===== config.mk =====
export PLATFORM = sky130hd
export DESIGN_NAME = hlcss_bank
export DESIGN_NICKNAME = d
export VERILOG_FILES = /design/src/design/hlcss_pkg.sv /design/src/design/hlcss_bank.sv
export VERILOG_INCLUDE_DIRS = /design/src /design/src/design
export SDC_FILE = /design/constraint.sdc
export NUM_CORES = 1
export LEC_CHECK = 0
export BUFFER_PORTS_ARGS = -buffer_cell sky130_fd_sc_hd__buf_4
export CORE_ASPECT_RATIO = 1.1
export CORE_UTILIZATION = 35
export DETAILED_ROUTE_END_ITERATION = 10
export HOLD_SLACK_MARGIN = 0.08
export REMOVE_ABC_BUFFERS = 1
export SLEW_MARGIN = 10
export SYNTH_ARGS = -nofsm -noshare
export SYNTH_HDL_FRONTEND = slang
export SYNTH_SLANG_ARGS = --single-unit

===== constraint.sdc =====
create_clock -name pclk -period 5.15 [get_ports pclk]
set_clock_uncertainty 0.2 [all_clocks]
set_input_delay 0.2575 -clock pclk [delete_from_list [all_inputs] [get_ports pclk]]
set_output_delay 0.2575 -clock pclk [all_outputs]
set_load 0.02 [all_outputs]

===== src/design/hlcss_cfg.svh =====
// Register map, field positions, reset values and interrupt bits of the link count
// and slot select bank. Assumes 32-bit APB with word-per-register indexing.
`ifndef HLCSS_CFG_SVH
`define HLCSS_CFG_SVH

// ----------------------------------------------------------------------------
// Register indices (byte address is four times the index)
// ----------------------------------------------------------------------------
`define HLCSS_IDX_TX_SIG_LINK    10'h10a
`define HLCSS_IDX_RX_COUNT       10'h155
`define HLCSS_IDX_RX_MODE        10'h156
`define HLCSS_IDX_PART_ID        10'h1fe
`define HLCSS_IDX_SILICON_REV    10'h1ff
`define HLCSS_IDX_SLOT_FIRST     10'h300
`define HLCSS_IDX_SLOT_LAST      10'h31f
`define HLCSS_IDX_IRQ_STATUS     10'h3f0
`define HLCSS_IDX_IRQ_ENABLE     10'h3f1
`define HLCSS_IDX_IRQ_CLEAR      10'h3f2

// ----------------------------------------------------------------------------
// Field positions and reset values
// ----------------------------------------------------------------------------
`define HLCSS_PTR_BIT            7
`define HLCSS_CNT_MSB            6
`define HLCSS_SEL_MSB            7
`define HLCSS_SEL_LSB            6
`define HLCSS_DE_MSB             3
`define HLCSS_DE_LSB             2
`define HLCSS_SEL_RESET          2'h2
`define HLCSS_CNT_RESET          7'h00
`define HLCSS_NUM_SLOTS          32
`define HLCSS_IRQ_BITS           2
`define HLCSS_IRQ_EOT            0
`define HLCSS_IRQ_MSG            1

`endif


===== src/design/hlcss_pkg.sv =====
// Types shared by the link count and slot select bank.
// Assumes the configuration header is compiled alongside.
package hlcss_pkg;

    // Transmit link controller chosen for a D/E slot
    typedef enum logic [1:0] {
        HLCSS_CTRL1,
        HLCSS_CTRL2,
        HLCSS_CTRL_NONE,
        HLCSS_CTRL3
    } hlcss_sel_e;

    typedef logic [7:0] hlcss_byte_t;

endpackage


===== src/design/hlcss_bank.sv =====
// Receive link 3 count/pointer register, identity registers, and the 32
// per-slot transmit controller select registers, behind an APB slave.
// Assumes the receive link engine and slot sequencer sit outside and are
// synchronous to pclk.
//
// Operation
// Pointer bit names buffer with latest message
// Bit-oriented: count sets repetitions before end-of-transfer
// Zero count: receive forever, no interrupt
// Message-oriented: count reports received byte length
// Reported length includes header and check octets
// Part identifier is fixed, writes ignored
// Revision code read-only, may change
// Select 00/01/11 picks controller 1/2/3
// All controllers use slots; only 1 datalink
// Thirty-two slot registers map slots 0..31
// Slot data source from signaling select field
// Slot bits 5 and 4 reserved
// Reset: select 10, pointer and count zero
// Pointer and length update together
`timescale 1ns/1ps
`include "hlcss_cfg.svh"

module hlcss_bank
    import hlcss_pkg::*;
#(
    parameter logic [7:0] PART_ID_CODE = 8'h5a,  // Arbitrary value
    parameter logic [7:0] REV_CODE     = 8'h01   // Arbitrary value
) (
    input  wire logic        pclk,
    input  wire logic        presetn,
    input  wire logic        psel,
    input  wire logic        penable,
    input  wire logic        pwrite,
    input  wire logic [31:0] paddr,
    input  wire logic [31:0] pwdata,
    output logic      [31:0] prdata,
    output logic             pready,
    output logic             pslverr,
    input  wire logic        rx_bos_repeat,
    input  wire logic        rx_mos_done,
    input  wire logic        rx_mos_buffer,
    input  wire logic [6:0]  rx_mos_length,
    input  wire logic [4:0]  tx_slot_index,
    input  wire logic        tx_datalink_bit,
    output logic      [2:0]  tx_ctrl_grant,
    output logic      [1:0]  de_slot_source_select,
    output logic             message_oriented_signal_mode,
    output logic             rx_end_of_transfer_irq,
    output logic             irq
);

    // ------------------------------------------------------------------------
    // Bus decode
    // ------------------------------------------------------------------------
    logic [9:0]  idx;
    logic        setup;
    logic        wr_acc;
    logic        is_slot;
    logic        mapped;
    logic [4:0]  slot_no;

    assign idx     = paddr[11:2];
    assign setup   = psel && !penable;
    assign wr_acc  = psel && penable && pwrite;
    assign is_slot = idx >= `HLCSS_IDX_SLOT_FIRST && idx <= `HLCSS_IDX_SLOT_LAST;
    assign slot_no = idx[4:0];

    // Every defined index answers; others get an error
    always_comb begin
        case (idx)
            `HLCSS_IDX_TX_SIG_LINK, `HLCSS_IDX_RX_COUNT, `HLCSS_IDX_RX_MODE,
            `HLCSS_IDX_PART_ID, `HLCSS_IDX_SILICON_REV, `HLCSS_IDX_IRQ_STATUS,
            `HLCSS_IDX_IRQ_ENABLE, `HLCSS_IDX_IRQ_CLEAR: mapped = 1'b1;
            default: mapped = is_slot;
        endcase
    end

    assign pready  = 1'b1;
    assign pslverr = psel && penable && !mapped;

    // ------------------------------------------------------------------------
    // Software-owned registers
    // ------------------------------------------------------------------------
    logic [1:0]                 de_src_r;
    logic                       mode_r;
    logic [`HLCSS_IRQ_BITS-1:0] irq_en_r;
    hlcss_sel_e                 sel_r [`HLCSS_NUM_SLOTS];

    // Signaling select source field
    always_ff @(posedge pclk or negedge presetn) begin
        if (!presetn) begin
            de_src_r <= 2'h0;
        end else if (wr_acc && idx == `HLCSS_IDX_TX_SIG_LINK) begin
            de_src_r <= pwdata[`HLCSS_DE_MSB:`HLCSS_DE_LSB];
        end
    end

    // Receive mode and interrupt enable
    always_ff @(posedge pclk or negedge presetn) begin
        if (!presetn) begin
            mode_r   <= 1'b0;
            irq_en_r <= '0;
        end else if (wr_acc && idx == `HLCSS_IDX_RX_MODE) begin
            mode_r <= pwdata[0];
        end else if (wr_acc && idx == `HLCSS_IDX_IRQ_ENABLE) begin
            irq_en_r <= pwdata[`HLCSS_IRQ_BITS-1:0];
        end
    end

    // One select register per slot, lowest index is slot 0
    generate
        for (genvar s = 0; s < `HLCSS_NUM_SLOTS; s++) begin : g_slot
            always_ff @(posedge pclk or negedge presetn) begin
                if (!presetn) begin
                    sel_r[s] <= hlcss_sel_e'(`HLCSS_SEL_RESET);
                end else if (wr_acc && is_slot && slot_no == 5'(s)) begin
                    sel_r[s] <= hlcss_sel_e'(pwdata[`HLCSS_SEL_MSB:`HLCSS_SEL_LSB]);
                end
            end
        end
    endgenerate

    assign de_slot_source_select        = de_src_r;
    assign message_oriented_signal_mode = mode_r;

    // ------------------------------------------------------------------------
    // Receive count and pointer
    // ------------------------------------------------------------------------
    logic       ptr_r;
    logic [6:0] cnt_r;
    logic [6:0] rep_r;
    logic       cnt_wr;
    logic       mos_upd;
    logic       eot_evt;

    assign cnt_wr  = wr_acc && idx == `HLCSS_IDX_RX_COUNT;
    assign mos_upd = mode_r && rx_mos_done;
    // Final repetition reached; zero count never ends
    assign eot_evt = !mode_r && rx_bos_repeat && cnt_r != 7'h00
                     && rep_r == cnt_r - 7'h01;

    // Engine update wins over a software write in the same cycle
    always_ff @(posedge pclk or negedge presetn) begin
        if (!presetn) begin
            ptr_r <= 1'b0;
            cnt_r <= `HLCSS_CNT_RESET;
        end else if (mos_upd) begin
            ptr_r <= rx_mos_buffer;
            cnt_r <= rx_mos_length;
        end else if (cnt_wr) begin
            ptr_r <= pwdata[`HLCSS_PTR_BIT];
            cnt_r <= pwdata[`HLCSS_CNT_MSB:0];
        end
    end

    // Repetition counter, restarts on a new target
    always_ff @(posedge pclk or negedge presetn) begin
        if (!presetn) begin
            rep_r <= 7'h00;
        end else if (cnt_wr || mode_r || eot_evt) begin
            rep_r <= 7'h00;
        end else if (rx_bos_repeat && cnt_r != 7'h00) begin
            rep_r <= rep_r + 7'h01;
        end
    end

    // ------------------------------------------------------------------------
    // Interrupt status
    // ------------------------------------------------------------------------
    logic [`HLCSS_IRQ_BITS-1:0] irq_st_r;
    logic [`HLCSS_IRQ_BITS-1:0] irq_set;
    logic [`HLCSS_IRQ_BITS-1:0] irq_clr;

    assign irq_set = {mos_upd, eot_evt};
    assign irq_clr = (wr_acc && idx == `HLCSS_IDX_IRQ_CLEAR)
                     ? pwdata[`HLCSS_IRQ_BITS-1:0] : '0;

    // Sticky bits, set wins over clear
    always_ff @(posedge pclk or negedge presetn) begin
        if (!presetn) begin
            irq_st_r <= '0;
        end else begin
            irq_st_r <= (irq_st_r & ~irq_clr) | irq_set;
        end
    end

    assign irq                    = |(irq_st_r & irq_en_r);
    assign rx_end_of_transfer_irq = irq_st_r[`HLCSS_IRQ_EOT];

    // ------------------------------------------------------------------------
    // Slot controller grant
    // ------------------------------------------------------------------------
    logic [2:0] grant_r;

    // Datalink bits go to controller 1 only
    always_ff @(posedge pclk or negedge presetn) begin
        if (!presetn) begin
            grant_r <= 3'h0;
        end else if (tx_datalink_bit) begin
            grant_r <= 3'h1;
        end else begin
            case (sel_r[tx_slot_index])
                HLCSS_CTRL1: grant_r <= 3'h1;
                HLCSS_CTRL2: grant_r <= 3'h2;
                HLCSS_CTRL3: grant_r <= 3'h4;
                default:     grant_r <= 3'h0;
            endcase
        end
    end

    assign tx_ctrl_grant = grant_r;

    // ------------------------------------------------------------------------
    // Read data, captured in the setup cycle
    // ------------------------------------------------------------------------
    hlcss_byte_t rd_byte;

    always_comb begin
        rd_byte = 8'h00;
        if (is_slot) begin
            rd_byte = {sel_r[slot_no], 6'h00};
        end else begin
            case (idx)
                `HLCSS_IDX_TX_SIG_LINK: rd_byte = {4'h0, de_src_r, 2'h0};
                `HLCSS_IDX_RX_COUNT:    rd_byte = {ptr_r, cnt_r};
                `HLCSS_IDX_RX_MODE:     rd_byte = {7'h00, mode_r};
                `HLCSS_IDX_PART_ID:     rd_byte = PART_ID_CODE;
                `HLCSS_IDX_SILICON_REV: rd_byte = REV_CODE;
                `HLCSS_IDX_IRQ_STATUS:  rd_byte = {6'h00, irq_st_r};
                `HLCSS_IDX_IRQ_ENABLE:  rd_byte = {6'h00, irq_en_r};
                default:                rd_byte = 8'h00;
            endcase
        end
    end

    always_ff @(posedge pclk or negedge presetn) begin
        if (!presetn) begin
            prdata <= 32'h0000_0000;
        end else if (setup && !pwrite) begin
            prdata <= {24'h00_0000, rd_byte};
        end
    end
endmodule // hlcss_bank


-- After elaboration in Yosys (flattened, before gate mapping)
Index checks and enable logic that the tools add are counted.
- memory bits (read-only): 0
- memories kept: 0
- input port bits: 85
- output and inout port bits: 42
- logic and storage cells: 177
- bits in latches: 0
- RAM bits: 0
- bits in registers: 97
- add/sub/neg operators: 2
- shifts and indexed selects: 0
- reductions and logical operators: 63
- muxes and demuxes: 18
- bitwise gates (word level): 7
- $mul: 0
- equal/unequal tests: 42
- divide/modulo/power cells: 0
- magnitude comparators: 4
- operators by type and width (cell ; number):
    $eq A5 B5 Y1 const B ; 16
    $pmux W8 S7 ; 1
    $eq A10 B9 Y1 const B ; 5
    $logic_and A1 B1 Y1 ; 49
    $eq A5 B4 Y1 const B ; 8
    $eq A10 B10 Y1 const B ; 3
    $mux W7 ; 4
    $bmux W2 S5 ; 2
    $eq A5 B3 Y1 const B ; 4
    $ge A6 B6 Y1 const B ; 2
    $not A5 Y6 ; 2
    $eq A5 B2 Y1 const B ; 2
    $ge A10 B10 Y1 const B ; 1
    $le A10 B10 Y1 const B ; 1
    $mux W2 ; 5
    $pmux W3 S3 ; 1
    $mux W8 ; 1
    $reduce_or A8 Y1 ; 1
    $add A7 B1 Y7 const B ; 1
    $eq A7 B7 Y1 ; 1
    $reduce_bool A7 Y1 ; 1
    $sub A7 B1 Y7 const B ; 1
    $eq A5 B1 Y1 const B ; 1
    $logic_not A5 Y1 ; 1
    other kinds (14) ; 22

-- Depth between registers and ports, before layout
- word-level depth: 7
- depth in mapped cells: 8
- mapped depth without buffers: 7

-- Worst setup path before layout
No wires, ideal clock.
- path type: input port to output port
- start point: in paddr[2]
- end point: out pslverr
- data required time: 4693 ps
- slack: 2754 ps
- buffers on the path: 3
- cell stages on the path: 8
- arrival: 1938 ps
- path through: buf_4 -> buf_2 -> buf_2 -> nand2_1 -> nand2_1 -> nor2_1 -> or4_1 -> a21oi_1
- longest elaborated chain between the ends: 5
- elaborated cells on any way between the ends: 15
- classes of those cells: order compare (2); eq/ne (8); mux (1); reduce/logical (4)
- RTL lines (what ; RTL line ; source):
    from (decl) ; hlcss_bank.sv:35 ; input wire logic [31:0] paddr,
    $ge A10 B10 Y1 (no source line), or another cell as far along ; -- ;
    $logic_and A1 B1 Y1 (no source line) or $reduce_or A8 Y1 (tied branches) ; -- ;
    $mux W1 * ; hlcss_bank.sv:71 ; case (idx)
    $logic_not A1 Y1 * ; hlcss_bank.sv:80 ; assign pslverr = psel && penable && !mapped;
    $logic_and A1 B1 Y1 * ; hlcss_bank.sv:80 ;
    to (decl) ; hlcss_bank.sv:39 ; output logic pslverr,
Every way passes the cells marked *; elsewhere a longest branch is shown, timed or not.

-- Worst setup path after layout
- start point: in paddr[2]
- end point: reg cnt_r[4]
- longest elaborated chain between the ends: 3
- RTL lines (what ; RTL line ; source):
    $eq A10 B9 Y1 ; -- ;
    $logic_and A1 B1 Y1 (no source line) ; -- ;
    $reduce_bool A2 Y1 (no source line) ; -- ;
    to (signal assigned) ; hlcss_bank.sv:147 ; cnt_r <= `HLCSS_CNT_RESET;
    to (signal assigned) ; hlcss_bank.sv:150 ; cnt_r <= rx_mos_length;
    to (signal assigned) ; hlcss_bank.sv:153 ; cnt_r <= pwdata[`HLCSS_CNT_MSB:0];
    to (decl) ; hlcss_bank.sv:131 ; logic [6:0] cnt_r;
No other way between the ends.
A chain may end at the register's enable or synchronous reset.

==> metrics.csv <==
metric;value;unit
grt_util_all_layers;17.7;%
die_y;136;um
switchingPower;0.000435;W
slowest_delay;0.58;ns
core;15900;um2
cts_setup_buffers;0;
power.leakage;2.95;nW
wirelength;14.3;mm
cts_tree;built;
clock_latency;0.35;ns
finalCritPeriodShare;53.5;%
nFillCells;1493;
ys_ff_latch;97;
tns;0;ns
post-route-min-period;2.76;ns
start_kind;input pin;
area_growth;16.1;%
max_freq;363;MHz
yosysTopAreaCellShare;28.3;%
via_per_inst;5.42;
netlist_area;5760;um2
design_area;6680;um2
p_comb_share;12.2;%
synth.top_cells.by_area;dfrtp_1 (28%), dfstp_2 (15%), mux4_2 (14%);
cts-root-buf;clkbuf_16;
first_pass_iters;5;
clk_pin_slew;0.06;ns
antenna_cells;0;
h-tree-depth;3;
max-cap-violations;0;
ant_nets;0;
p_total;0.00168;W
fp-row-count;48;
num_vias;4043;
timing.critical_path.cells;buf_4, nand2b_1, nor2_1, nand3_1, mux2i_1, o21ai_0, dlygate4sd3_1;
tightest_slew;0.801;ns
setup.worst_path.end_class;flip-flop;
switching_share;25.9;%
min_path_type;input pin to flip-flop;
clockBufferDepth;2;
cts_resized;0;
yosysSeqAreaShare;42.9;%
grt_pass1_vias;4177;
initial_utilization;36.3;%
drtIter0Drc;355;
timing.rr.start;cnt_r[0]$_DFFE_PN0P_;
cts_hold_repair.buffers;20;
final_util;42.1;%
powerDensity;251;nW/um2
relSlewSlack;46.2;%
yosysWarnings;0;
dpl_cell_area;6180;um2
drc;0;
power.internal;0.00124;W
synth.largest_area_cell;dfrtp_1;
ys_types;50;
rsz0062_at_grt;no;
hold_depth;4;
r2r_end;rep_r[1]$_DFFE_PN0P_;
cp.required;5.18;ns
criticalPathCategory;input pin to flip-flop;
reg2reg_slack;2.56;ns
netlist_instances;487;
clockPowerShare;40.1;%
holdPathEnd;prdata[7]$_DFFE_PN0P_;
finalSetupViolCount;0;
syn_avg_cell_area;11.8;um2
critical_path.slowest_cell;dlygate4sd3_1;
cp.arrival;2.78;ns
vdd_drop_max;147;uV
die_x;124;um
r2r_cells;6;
min_from;pwrite;
io_pins;127;
async_flop_share;100;%
synth_edf_count;0;
grt_antenna_before_repair;0;
cts_buffers;9;
cts_sinks;97;
finalHoldViolations;0;
drive_gt1_share;39.7;%
critPathLaunch;paddr[2];
status;completed;
grt_pass1_wl;23.2;mm
die_area;17000;um2
fin_nets;629;
seq_power_share;47.7;%
grt_max_degree;50;
gp_congestion;0.846;
dp_hpwl;10.4;mm
synthFlopType;dfrtp_1;
cp_max_fo;27;
finalMaxSlewViolations;0;
wire_per_inst;19.2;um
port_buffers;55;
grt_overflow_total;0;
==> metal layers <==
layer	GRT usage [%]	vias up	share of wire, %
li1	-	1851	-
met1	23.4	2022	44
met2	28.9	148	48
met3	2.78	22	4.9
met4	7.90	0	2.5
met5	0	-	0
==> cells in the mapped netlist (all sizes together) (2+ instances only) <==
library cell and count:
xnor2 8, nand4 5, nor3 16, a21o 3
mux2i 13, a22oi 5, and2 3, dfstp 32
or2 6, a31oi 5, conb 2, nand4b 2
nor2 30, dfrtp 65, mux4 37, ha 3
and3 3, buf 38, nor3b 2, o21ai 16
nor2b 5, clkbuf 18, nand2b 4, nor4b 2
xor2 7, inv 7, nor4 8, nand3 15
mux2 69, a21oi 8, or3 3, nand2 35
==> cell type report <==
| cell class | count | area [um2] | area share, % |
|---|---|---|---|
| Multi-Input combinational cell | 350 | 3020 | 45.2 |
| Sequential cell | 97 | 2470 | 36.9 |
| Timing Repair Buffer | 76 | 621 | 9.29 |
| Tap cell | 200 | 250 | 3.75 |
| Clock buffer | 10 | 229 | 3.43 |
| Clock inverter | 6 | 66.3 | 0.993 |
| Inverter | 7 | 26.3 | 0.393 |
==> power groups by stage <==
stage	clock network [W]	registers (W)	logic, W
3_3_place_gp	0	0.000814	0.000189
3_5_place_dp	0	0.000814	0.000195
6_report	0.000672	0.000800	0.000205
5_1_grt	0.000725	0.000803	0.000226
4_1_cts	0.000689	0.000800	0.000207
2_1_floorplan	0	0.000812	0.0000961
==> worst max-delay path: cells and delay by family <==
kind,cells,cell delay (ns)
simple gates,3,1.12
buf+inv,2,0.95
mux,1,0.34
compound gates,1,0.10
==> registers in the layout, summed over array words and instances (netlist names) <==
register	flops
cnt_r	7
de_slot_source_select	2
irq_en_r	2
irq_st_r	2
message_oriented_signal_mode	1
prdata	8
ptr_r	1
rep_r	7
sel_r	64
tx_ctrl_grant	3
==> kinds of logic (layout without fill, tap and decap cells) <==
| family | Yosys count | after routing | share of synthesized area [%] |
|---|---|---|---|
| AO/OA/AOI/OAI | 45 | 45 | 5.11 |
| flip-flops | 97 | 97 | 42.9 |
| buffers and inverters | 63 | 99 | 6.15 |
| multiplexers | 119 | 119 | 30.2 |
| XOR/XNOR | 15 | 15 | 2.28 |
| other | 2 | 25 | 0.130 |
| adder cells (fa/ha/maj) | 3 | 3 | 0.652 |
| AND/OR/NAND/NOR | 143 | 143 | 12.6 |
==> placed cells by master, fill, tap and decap left out, drive strengths merged, types with 2 or more instances in the layout <==
| master | count |
|---|---|
| a21o | 3 |
| a21oi | 8 |
| a22oi | 5 |
| a31oi | 5 |
| and2 | 3 |
| and3 | 3 |
| buf | 56 |
| clkbuf | 10 |
| clkinv | 3 |
| conb | 25 |
| dfrtp | 65 |
| dfstp | 32 |
| dlygate4sd3 | 20 |
| ha | 3 |
| inv | 9 |
| mux2 | 69 |
| mux2i | 13 |
| mux4 | 37 |
| nand2 | 35 |
| nand2b | 4 |
| nand3 | 15 |
| nand4 | 5 |
| nand4b | 2 |
| nor2 | 30 |
| nor2b | 5 |
| nor3 | 16 |
| nor3b | 2 |
| nor4 | 8 |
| nor4b | 2 |
| o21ai | 16 |
| or2 | 6 |
| or3 | 3 |
| xnor2 | 8 |
| xor2 | 7 |
==> how the worst max path moves through the flow <==
stage / endpoint / slack, ns / cells past startpoint
floorplan: rep_r[0]$_DFFE_PN0P_ / 2.82 / 7
global placement: sel_r[6]$_DFFE_PN0P_ / 2.28 / 6
detailed placement: sel_r[6]$_DFFE_PN0P_ / 2.30 / 6
CTS: cnt_r[4]$_DFFE_PN0P_ / 2.35 / 7
global route: cnt_r[1]$_DFFE_PN0P_ / 2.17 / 7
finish: cnt_r[4]$_DFFE_PN0P_ / 2.39 / 7
==> per-stage QoR <==
step / setup WS [ns] / instances / hold WS [ns]
floorplan: 2.82 / 454 / -0.238
global placement: 2.28 / 710 / 0.104
detailed placement: 2.30 / 710 / 0.124
CTS: 2.35 / 746 / 0.0915
global route: 2.17 / 746 / 0.139
finish: 2.39 / 746 / 0.108
Power figures use the tool's default switching activity.
